<file path="src/verilog/ntp_pkg.sv">
// Shared types and reset values for the pin-chain continuity test block
package ntp_pkg;

  localparam int CHAIN_LEN_DEF = 118;

  typedef enum logic [1:0] {
    NTP_NORMAL,
    NTP_BUF_OFF,
    NTP_CHAIN,
    NTP_EXITED
  } ntp_mode_t;

  // Test control pins as seen by the device
  typedef struct packed {
    logic test_mode_b;
    logic interrupt_request_5;
    logic interrupt_request_3;
  } ntp_ctl_t;

  // Everything the block drives toward its pads
  typedef struct packed {
    logic bus_hold_request_out;
    logic bus_hold_request_oe;
    logic buffers_en;
    logic chain_active;
    logic reset_needed;
  } ntp_pad_t;

  typedef struct packed {
    ntp_mode_t mode;
    ntp_pad_t pad;
  } ntp_state_t;

  localparam ntp_pad_t PAD_RST = '{
    bus_hold_request_out: 1'b0,
    bus_hold_request_oe: 1'b0,
    buffers_en: 1'b1,
    chain_active: 1'b0,
    reset_needed: 1'b0
  };

  localparam ntp_state_t STATE_RST = '{mode: NTP_NORMAL, pad: PAD_RST};

endpackage : ntp_pkg
</file>
<file path="src/verilog/ntp_nand_tree.sv">
// Pin-chain continuity test: NAND cascade over the input pins
//
// Overview of operation
// - Enter test setup only with test pin low and interrupt_request_3 high.
// - With interrupt_request_5 asserted in test setup, chain result appears on bus_hold_request_out.
// - Chain output stays disabled while interrupt_request_5 is low.
// - Asserting interrupt_request_3 in test setup disables all output buffers except bus_hold_request_out while the chain runs.
// - Pins go low one at a time from disk_light_out; output toggles each.
// - Chain follows fixed cell order, not ascending pin order.
// - Final chain element is the bus_hold_request_out pin itself.
// - interrupt_request_3 low leaves test mode and re-enables buffers.
`timescale 1ns/1ps

module ntp_nand_tree #(
  parameter int CHAIN_LEN = ntp_pkg::CHAIN_LEN_DEF
) (
  input wire logic clk_sys,
  input wire logic rst_b,
  input wire ntp_pkg::ntp_ctl_t ctl,
  // Bit 0 is disk_light_out, then upward in cell order, not pin order
  input wire logic [CHAIN_LEN-1:0] chain_in,
  input wire logic bus_hold_request_func,
  output ntp_pkg::ntp_pad_t pad
);
  import ntp_pkg::*;

  ntp_state_t state_r;
  ntp_state_t state_nxt;

  logic setup_hit;
  logic chain_hit;
  logic tree_val;

  // Cascade of two-input NAND cells; the first cell sees a constant high
  function automatic logic nand_chain(input logic [CHAIN_LEN-1:0] pins);
    logic acc;
    acc = 1'b1;
    for (int i = 0; i < CHAIN_LEN; i++) begin
      acc = ~(pins[i] & acc);
    end
    return acc;
  endfunction : nand_chain

  // Test pin low with the buffer-disable pin high
  function automatic logic setup_req(input ntp_ctl_t c);
    logic hit;
    hit = ~c.test_mode_b & c.interrupt_request_3;
    return hit;
  endfunction : setup_req

  // Chain runs only when its enable pin is high as well
  function automatic logic chain_req(input ntp_ctl_t c);
    logic hit;
    hit = setup_req(c) & c.interrupt_request_5;
    return hit;
  endfunction : chain_req

  // Shared next-mode step for every state that may enter the test
  function automatic ntp_mode_t test_step(
    input logic setup,
    input logic chain,
    input ntp_mode_t idle
  );
    ntp_mode_t nxt;
    if (chain) begin
      nxt = NTP_CHAIN;
    end else if (setup) begin
      nxt = NTP_BUF_OFF;
    end else begin
      nxt = idle;
    end
    return nxt;
  endfunction : test_step

  function automatic ntp_mode_t next_mode(
    input ntp_mode_t cur,
    input logic setup,
    input logic chain
  );
    ntp_mode_t nxt;
    nxt = cur;
    case (cur)
      NTP_NORMAL: begin
        nxt = test_step(setup, chain, NTP_NORMAL);
      end
      NTP_BUF_OFF: begin
        // Leaving test leaves internal state undefined, so demand reset
        nxt = test_step(setup, chain, NTP_EXITED);
      end
      NTP_CHAIN: begin
        nxt = test_step(setup, chain, NTP_EXITED);
      end
      NTP_EXITED: begin
        // rst_b clears this; re-entry for retest also leaves it and drops the flag
        nxt = test_step(setup, chain, NTP_EXITED);
      end
      default: begin
        nxt = NTP_NORMAL;
      end
    endcase
    return nxt;
  endfunction : next_mode

  // Outside the test the pad carries its functional value
  function automatic ntp_pad_t pad_idle(
    input logic func,
    input logic flag
  );
    ntp_pad_t p;
    p = PAD_RST;
    p.bus_hold_request_out = func;
    p.bus_hold_request_oe = 1'b1;
    p.buffers_en = 1'b1;
    p.chain_active = 1'b0;
    p.reset_needed = flag;
    return p;
  endfunction : pad_idle

  function automatic ntp_pad_t pad_for(
    input ntp_mode_t m,
    input logic tree,
    input logic func
  );
    ntp_pad_t p;
    p = PAD_RST;
    case (m)
      NTP_CHAIN: begin
        // The observation pad keeps driving even with other buffers off
        p.bus_hold_request_out = tree;
        p.bus_hold_request_oe = 1'b1;
        p.buffers_en = 1'b0;
        p.chain_active = 1'b1;
        p.reset_needed = 1'b0;
      end
      NTP_BUF_OFF: begin
        // Enable pin low: every buffer off, the chain pad as well
        p.bus_hold_request_out = 1'b0;
        p.bus_hold_request_oe = 1'b0;
        p.buffers_en = 1'b0;
        p.chain_active = 1'b0;
        p.reset_needed = 1'b0;
      end
      NTP_EXITED: begin
        p = pad_idle(func, 1'b1);
      end
      NTP_NORMAL: begin
        p = pad_idle(func, 1'b0);
      end
      default: begin
        p = PAD_RST;
      end
    endcase
    return p;
  endfunction : pad_for

  // One register stage on the otherwise combinational chain
  always_comb begin
    state_nxt = state_r;
    setup_hit = setup_req(ctl);
    chain_hit = chain_req(ctl);
    tree_val = nand_chain(chain_in);
    state_nxt.mode = next_mode(state_r.mode, setup_hit, chain_hit);
    state_nxt.pad = pad_for(state_nxt.mode, tree_val, bus_hold_request_func);
  end

  always_ff @(posedge clk_sys or negedge rst_b) begin
    if (!rst_b) begin
      state_r <= STATE_RST;
    end else begin
      state_r <= state_nxt;
    end
  end

  assign pad = state_r.pad;

endmodule : ntp_nand_tree

</file>
<file path="config.mk">
export PLATFORM = sky130hd
export DESIGN_NAME = ntp_nand_tree
export DESIGN_NICKNAME = d
export VERILOG_FILES = /design/src/verilog/ntp_pkg.sv /design/src/verilog/ntp_nand_tree.sv
export SDC_FILE = /design/constraint.sdc
export NUM_CORES = 1
export LEC_CHECK = 0
export BUFFER_PORTS_ARGS = -buffer_cell sky130_fd_sc_hd__buf_4
export CORE_MARGIN = 2
export CORE_UTILIZATION = 27
export DETAILED_ROUTE_END_ITERATION = 12
export HOLD_SLACK_MARGIN = 0.03
export PLACE_DENSITY = 0.77
export SYNTH_ARGS = -nofsm -noshare
export SYNTH_HDL_FRONTEND = slang
export SYNTH_SLANG_ARGS = --single-unit
</file>
<file path="constraint.sdc">
create_clock -name clk_sys -period 0.8 [get_ports clk_sys]
set_input_delay 0.08 -clock clk_sys [delete_from_list [all_inputs] [get_ports clk_sys]]
set_output_delay 0.08 -clock clk_sys [all_outputs]
set_load 0.03 [all_outputs]
</file>
==> out/metrics.cfg, run 1 <==
[run_status]
run_status=complete, but fails checks
failed_checks=negative setup slack

[worst_hold_path]
hold_class=input port to register
destination_of_the_worst_hold_path=pad[3]$_DFF_PN0_
min-delay-start=ctl[1]
holdPathStages=3

[floorplan]
placementRows=20
initial_utilization_pct=28.75
core-area_um2=3103
dieArea_um2=3780
die_width_um=61.48
fp.dieH_um=61.48
top_level_ports=129

[critical_path]
critical_path.max_fanout=2
critPathMaxStageDelay_ps=410
regToRegSetupSlack_ps=50
worstSetupPathDepth=7
critical_path.cell_chain=buf_4 -> inv_2 -> o21ai_2 -> a2111o_1 -> o221ai_2 -> a2111oi_2 -> o2bb2ai_1
timing_worst_setup_path_type=input port to register
worst-endpoint-arrival_ps=1150
startpoint_type=input port
timing.critical_path.to_type=register
critical-path-top-delay-family=compound AO/OA/AOI/OAI gates
cp_data_required_time_ps=980
critical_path.n_buffers_inverters=2
worstReg2RegStart=state_r[5]$_DFF_PN0_
regToRegEndpoint=state_r[5]$_DFF_PN0_
worst_r2r_path_depth=2
slowest_stage=sky130_fd_sc_hd__a2111o_1

[drt]
drt_iter0_drc=26
vias=1427
routed_via_density=4.603
routed-wl-met2_mm=1.847
top_layer_used=met4
sum_of_met3_wire_segment_lengths_after_detailed_routing_um=440
wl_met1_mm=1.098
ant_nets=0
detail_route.first_pass.iterations=4
drt-wirelength-per-cell_um=10.98
drcViolationCount=0
wirelength_mm=3.404

[layout]
drive_above_1_share_pct=61.28
final.fill_count=295
ff_latch_area_um2=176.4
syn_to_final_growth_pct=130.9
fin_util_pct=66.37
nNetsFinal=391
multiInputGateArea_um2=641.9
num_antenna_cells=0

[synthesis]
synth.avg_cell_area_um2=7.080
synth_seq_area_share_pct=19.78
ys_async_sr_fraction_pct=100.0
yosysWarnings=0
ys_seq_elements=7
synth.cell_area_um2=892.1
postSynthNetCount=250
synth_cells=126
synth_cell_types=34
synth_edf_count=0
synth-main-ff-cell=sky130_fd_sc_hd__dfrtp_1

[sta]
worst_clock_skew_ps=0.09578
timing_worst_slew_pin_value_ps=326.4
max_slew_violation_count=0
unrepaired_setup_endpoints_after_global_routing=yes
final_period_minus_worst_setup_slack_ps=973.9
final-hold-violation-count=0
setup-violations-final=6
timing.final.ws_setup_ps=-173.9
maxClockFrequency_ghz=1.027
finalSetupTns_ps=-496.5
timing.slew.headroom_pct=78.20
final.period_utilization_pct=121.7

[placed_design]
gp_congestion=0.7062
io_buffer_count=128
place_hpwl_mm=3.107

[clock_tree]
cts_inserted_buffers=3
tritoncts_clock_tree=built
worstSkewPairLatency_ps=250
clock-sinks=7
clock_tree.htree_level_count=1
root_buffer=sky130_fd_sc_hd__clkbuf_4
cts_hold_buf=1
clkSlewWorstSetupHoldPaths_ps=50
cts.path.max_buffers=2

[global_routing]
global_route.overflow_total=0
grt_use_total_pct=16.80
grt_pass1_wl_mm=4.919
largest_net_degree_at_the_start_of_global_routing=8
vias_in_the_first_global_route=1356
antenna_found_initial=0

[power_and_ir_drop]
power-per-cell-area_nw_per_um2=724.6
worst_ir_drop_on_vdd_uv=334.0
total_leakage_power_nw=1.047

[flow_run]
timing.max_cap.violations=0

## metal layers
layer  GRT usage, %  vias to the layer above
met4          3.647                        0
li1               -                      732
met3          3.992                        3
met5              0                        -
met1          16.62                      609
met2          34.44                       83
## report_power, final
| group | internal [mW] | switching (mW) | leakage (nW) |
|---|---|---|---|
| combinational | 0.533 | 0.257 | 0.954 |
| sequential | 0.375 | 0.00899 | 0.0752 |
| clock | 0.183 | 0.135 | 0.0177 |
## registers in the layout, summed over array words and instances, names as in the netlist
signal	flops
pad	5
state_r	2
## cells in the mapped netlist, types with 2 or more instances
| cell type | instances | area, um^2 |
|---|---|---|
| sky130_fd_sc_hd__nand2_1 | 6 | 22.52 |
| sky130_fd_sc_hd__and3_1 | 2 | 12.51 |
| sky130_fd_sc_hd__buf_4 | 5 | 37.54 |
| sky130_fd_sc_hd__a21oi_1 | 7 | 35.03 |
| sky130_fd_sc_hd__o221ai_1 | 2 | 17.52 |
| sky130_fd_sc_hd__a221o_1 | 2 | 20.02 |
| sky130_fd_sc_hd__nor2_1 | 6 | 22.52 |
| sky130_fd_sc_hd__o21ai_1 | 3 | 15.01 |
| sky130_fd_sc_hd__a21boi_0 | 5 | 37.54 |
| sky130_fd_sc_hd__nand3_1 | 17 | 85.08 |
| sky130_fd_sc_hd__a2111oi_2 | 2 | 30.03 |
| sky130_fd_sc_hd__inv_1 | 19 | 71.32 |
| sky130_fd_sc_hd__dfrtp_1 | 6 | 150.1 |
| sky130_fd_sc_hd__nand2b_1 | 6 | 37.54 |
| sky130_fd_sc_hd__nor2b_1 | 3 | 18.77 |
| sky130_fd_sc_hd__o21ai_0 | 14 | 70.07 |
| sky130_fd_sc_hd__nand4_1 | 4 | 25.02 |
## layout by cell type, fill, tap and decap left out, drive strengths merged, types with 6 or more instances in the layout
cell type	count
a21boi	6
nand2	6
buf	140
nand3	17
a21oi	7
o21ai	18
nand2b	7
nor2	6
dfrtp	6
inv	20
## kinds of logic (layout without fill, tap and decap cells)
kind of cell	Yosys count	in the layout	share of synthesized area (%)
and+or+nand+nor	49	49	31.28
AOI/OAI and AO/OA	45	45	36.33
buffers and inverters	25	165	12.62
DFF	7	7	19.78
## final cells by class
| cell class | instances | share of cell area [%] |
|---|---|---|
| clock inverter | 1 | 0.2430 |
| sequential | 7 | 8.566 |
| timing repair buffer | 141 | 52.61 |
| inverter | 20 | 3.645 |
| multi-input combinational | 94 | 31.17 |
| tap | 44 | 2.673 |
| clock buffer | 3 | 1.094 |
## stage by stage
| stage | setup WS (ps) | cells | instance area [um^2] | power, mW | hold slack (ps) |
|---|---|---|---|---|---|
| floorplan | -257.2 | 126 | 897.1 | 0.5905 | -215.6 |
| global placement | -474.7 | 305 | 1966 | 1.139 | -105.2 |
| detailed placement | -493.7 | 305 | 1966 | 1.150 | -104.2 |
| CTS | -219.7 | 310 | 2031 | 1.494 | 23.68 |
| global route | -252.2 | 310 | 2059 | 1.598 | 22.85 |
| finish | -173.9 | 310 | 2059 | 1.492 | 27.68 |
## worst max-delay path by stage
stage | startpoint | to
2_1_floorplan | ctl[0] | pad[4]$_DFF_PN0_
3_3_place_gp | chain_in[0] | pad[4]$_DFF_PN0_
3_5_place_dp | chain_in[0] | pad[4]$_DFF_PN0_
4_1_cts | chain_in[15] | pad[4]$_DFF_PN0_
5_1_grt | chain_in[93] | pad[4]$_DFF_PN0_
6_report | chain_in[23] | pad[4]$_DFF_PN0_
## timing repair
action,CTS,global route
buffers inserted,0,0
hold endpoints to repair,8,1
pin swaps,0,2
setup endpoints to repair,8,7
resized for setup,7,7
## worst min-delay path: cells and delay by family
family	cells	cell delay [ps]
buffers and inverters	2	120
AND/OR/NAND/NOR	1	50
(Power assumes the default switching activity.)
==> run 2, diff against run 1 <==
--- a/config.mk
+++ b/config.mk
@@ -6,6 +6,8 @@
 export NUM_CORES = 1
 export LEC_CHECK = 0
 export BUFFER_PORTS_ARGS = -buffer_cell sky130_fd_sc_hd__buf_4
+export CAP_MARGIN = 10
+export CORE_ASPECT_RATIO = 0.9
 export CORE_MARGIN = 2
 export CORE_UTILIZATION = 27
 export DETAILED_ROUTE_END_ITERATION = 12
==> out/metrics.cfg, run 2 (synthesis results as in run 1) <==
[layout]
nNetsFinal=389  ; -0.51%
num_antenna_cells=0  ; unchanged
final_common_cell=sky130_fd_sc_hd__buf_4
syn_to_final_growth_pct=128.6
drive_above_1_share_pct=59.09  ; -2.2 points
largest_register_ffs=5  ; unchanged
instances_no_fill=306  ; -1.3%
mostFrequentLayoutCells=132 x sky130_fd_sc_hd__buf_4, 19 x sky130_fd_sc_hd__inv_1, 16 x sky130_fd_sc_hd__nand3_1

[worst_hold_path]
destination_of_the_worst_hold_path=pad[3]$_DFF_PN0_
hold_class=input port to register
holdPathStages=3  ; unchanged
min-delay-start=ctl[1]

[clock_tree]
root_buffer=sky130_fd_sc_hd__clkbuf_8
clock-sinks=7  ; unchanged
cts_inserted_buffers=3  ; unchanged
clkSlewWorstSetupHoldPaths_ps=40  ; about the same
cts.path.max_buffers=2  ; unchanged
tritoncts_clock_tree=built
clock_tree.htree_level_count=1  ; unchanged
worstSkewPairLatency_ps=230  ; -20 ps

[drt]
routed_via_density=4.644  ; +0.88%
wirelength_mm=3.365  ; -1.1%
ant_nets=0  ; unchanged
drt_iter0_drc=21  ; -19%
drcViolationCount=0  ; unchanged
drt-wirelength-per-cell_um=11.00  ; +0.15%
detail_route.first_pass.iterations=4  ; unchanged
vias=1421  ; -0.42%

[floorplan]
dieArea_um2=3780  ; about the same
placementRows=19  ; -5.0%
die_width_um=64.59  ; +5.1%
fp.dieH_um=58.53  ; -4.8%
initial_utilization_pct=28.65  ; -0.10 points
core-area_um2=3114  ; +0.36%
top_level_ports=129  ; unchanged

[sta]
timing.final.ws_setup_ps=-212.5  ; -38.62 ps
worst_clock_skew_ps=0.1429  ; +0.04709 ps
timing_worst_slew_pin_value_ps=330.6  ; +4.201 ps
setup-violations-final=6  ; unchanged
timing.slew.headroom_pct=77.92  ; -0.28 points
final-hold-violation-count=0  ; unchanged
max_slew_violation_count=0  ; unchanged
final.period_utilization_pct=126.6  ; +4.8 points
maxClockFrequency_ghz=0.9876  ; -3.8%
final_period_minus_worst_setup_slack_ps=1013  ; +38.62 ps
unrepaired_setup_endpoints_after_global_routing=yes

[critical_path]
worstReg2RegStart=state_r[6]$_DFF_PN0_
worst_r2r_path_depth=2  ; unchanged
timing.critical_path.to_type=register
critical_path.max_fanout=2  ; unchanged
timing_worst_setup_path_type=input port to register
regToRegEndpoint=state_r[5]$_DFF_PN0_
cp_data_required_time_ps=950  ; -30 ps
startpoint_type=input port
slowest_stage=sky130_fd_sc_hd__a2111o_1
critical_path.cell_chain=buf_4 -> inv_1 -> o21ai_1 -> a2111o_1 -> o221ai_2 -> a2111oi_2 -> o2bb2ai_1
critPathMaxStageDelay_ps=420  ; about the same
worst-endpoint-arrival_ps=1160  ; about the same
regToRegSetupSlack_ps=20  ; -30 ps

[power_and_ir_drop]
worst_ir_drop_on_vdd_uv=410.3  ; +23%
power-per-cell-area_nw_per_um2=808.7  ; +12%
finalPower_mw=1.649  ; +11%
total_leakage_power_nw=1.033  ; -1.4%

[global_routing]
met1_usage_grt_pct=18.37  ; +1.7 points
grt_use_total_pct=18.12  ; +1.3 points
largest_net_degree_at_the_start_of_global_routing=8  ; unchanged
grt_use_met2_pct=34.08  ; -0.36 points
antenna_found_initial=0  ; unchanged
met3_usage_pct=6.501  ; +2.5 points
global_route.overflow_total=0  ; unchanged
grt_pass1_wl_mm=5.437  ; +11%
top_usage_layer=met2
vias_in_the_first_global_route=1401  ; +3.3%

[flow_run]
timing.max_cap.violations=0  ; unchanged

[run_status]
failed_checks=negative setup slack
run_status=complete, but fails checks

[placed_design]
placed_cells=301  ; -1.3%
gp_congestion=0.7202  ; +2.0%
io_buffer_count=128  ; unchanged
place_hpwl_mm=3.074  ; -1.1%

run 2: layout make-up:
cell class	count	area, um^2
flip-flops and latches	7	176.4
multi-input cells	94	621.8
well taps	42	52.55
repair buffers	139	1069
inverters	20	75.07
fillers	283	1075
clock buffers	4	45.04
run 2: timing repair:
action,4_1_cts,5_1_grt
setup buffers,0,0
cloned,0,0
hold endpoints to repair,7,0
hold buffers,1,0
pin swaps,1,0
resized for setup,8,1
endpoints found under the setup margin,8,6
run 2: worst max-delay path: cells and delay by family:
kind	cells	cell delay [ps]
buffers and inverters	2	160
AO/OA/AOI/OAI	5	910
run 2: routing by layer:
metal,vias to the layer above,part of all wire (%)
met5,-,0
met3,4,13
met4,0,1.4
met1,605,36
met2,84,50
li1,728,-
run 2: worst max-delay path by stage:
stage,end,from
6_report,pad[4]$_DFF_PN0_,chain_in[23]
5_1_grt,pad[4]$_DFF_PN0_,chain_in[12]
4_1_cts,pad[4]$_DFF_PN0_,chain_in[93]
3_5_place_dp,pad[4]$_DFF_PN0_,chain_in[103]
3_3_place_gp,pad[4]$_DFF_PN0_,chain_in[103]
2_1_floorplan,pad[4]$_DFF_PN0_,ctl[0]
run 2: report_power, final:
| group | internal, mW | total (mW) | switching, mW |
|---|---|---|---|
| sequential | 0.376 | 0.386 | 0.00953 |
| combinational | 0.521 | 0.770 | 0.249 |
| clock | 0.344 | 0.494 | 0.149 |
run 2: per-stage QoR:
| stage | hold slack (ps) | area [um^2] | setup slack, ps | TNS, ps | utilization [%] |
|---|---|---|---|---|---|
| after CTS | 50.56 | 2037 | -217.7 | -446.5 | 65.41 |
| after floorplan | -215.6 | 897.1 | -257.2 | -257.2 | - |
| after detailed placement | -106.9 | 1948 | -481.5 | -628.2 | 62.56 |
| after global placement | -106.3 | 1948 | -465.2 | -596.5 | 62.56 |
| final | 54.12 | 2039 | -212.5 | -395.7 | 65.49 |
| after global routing | 78.04 | 2039 | -298.9 | -577.5 | 65.49 |
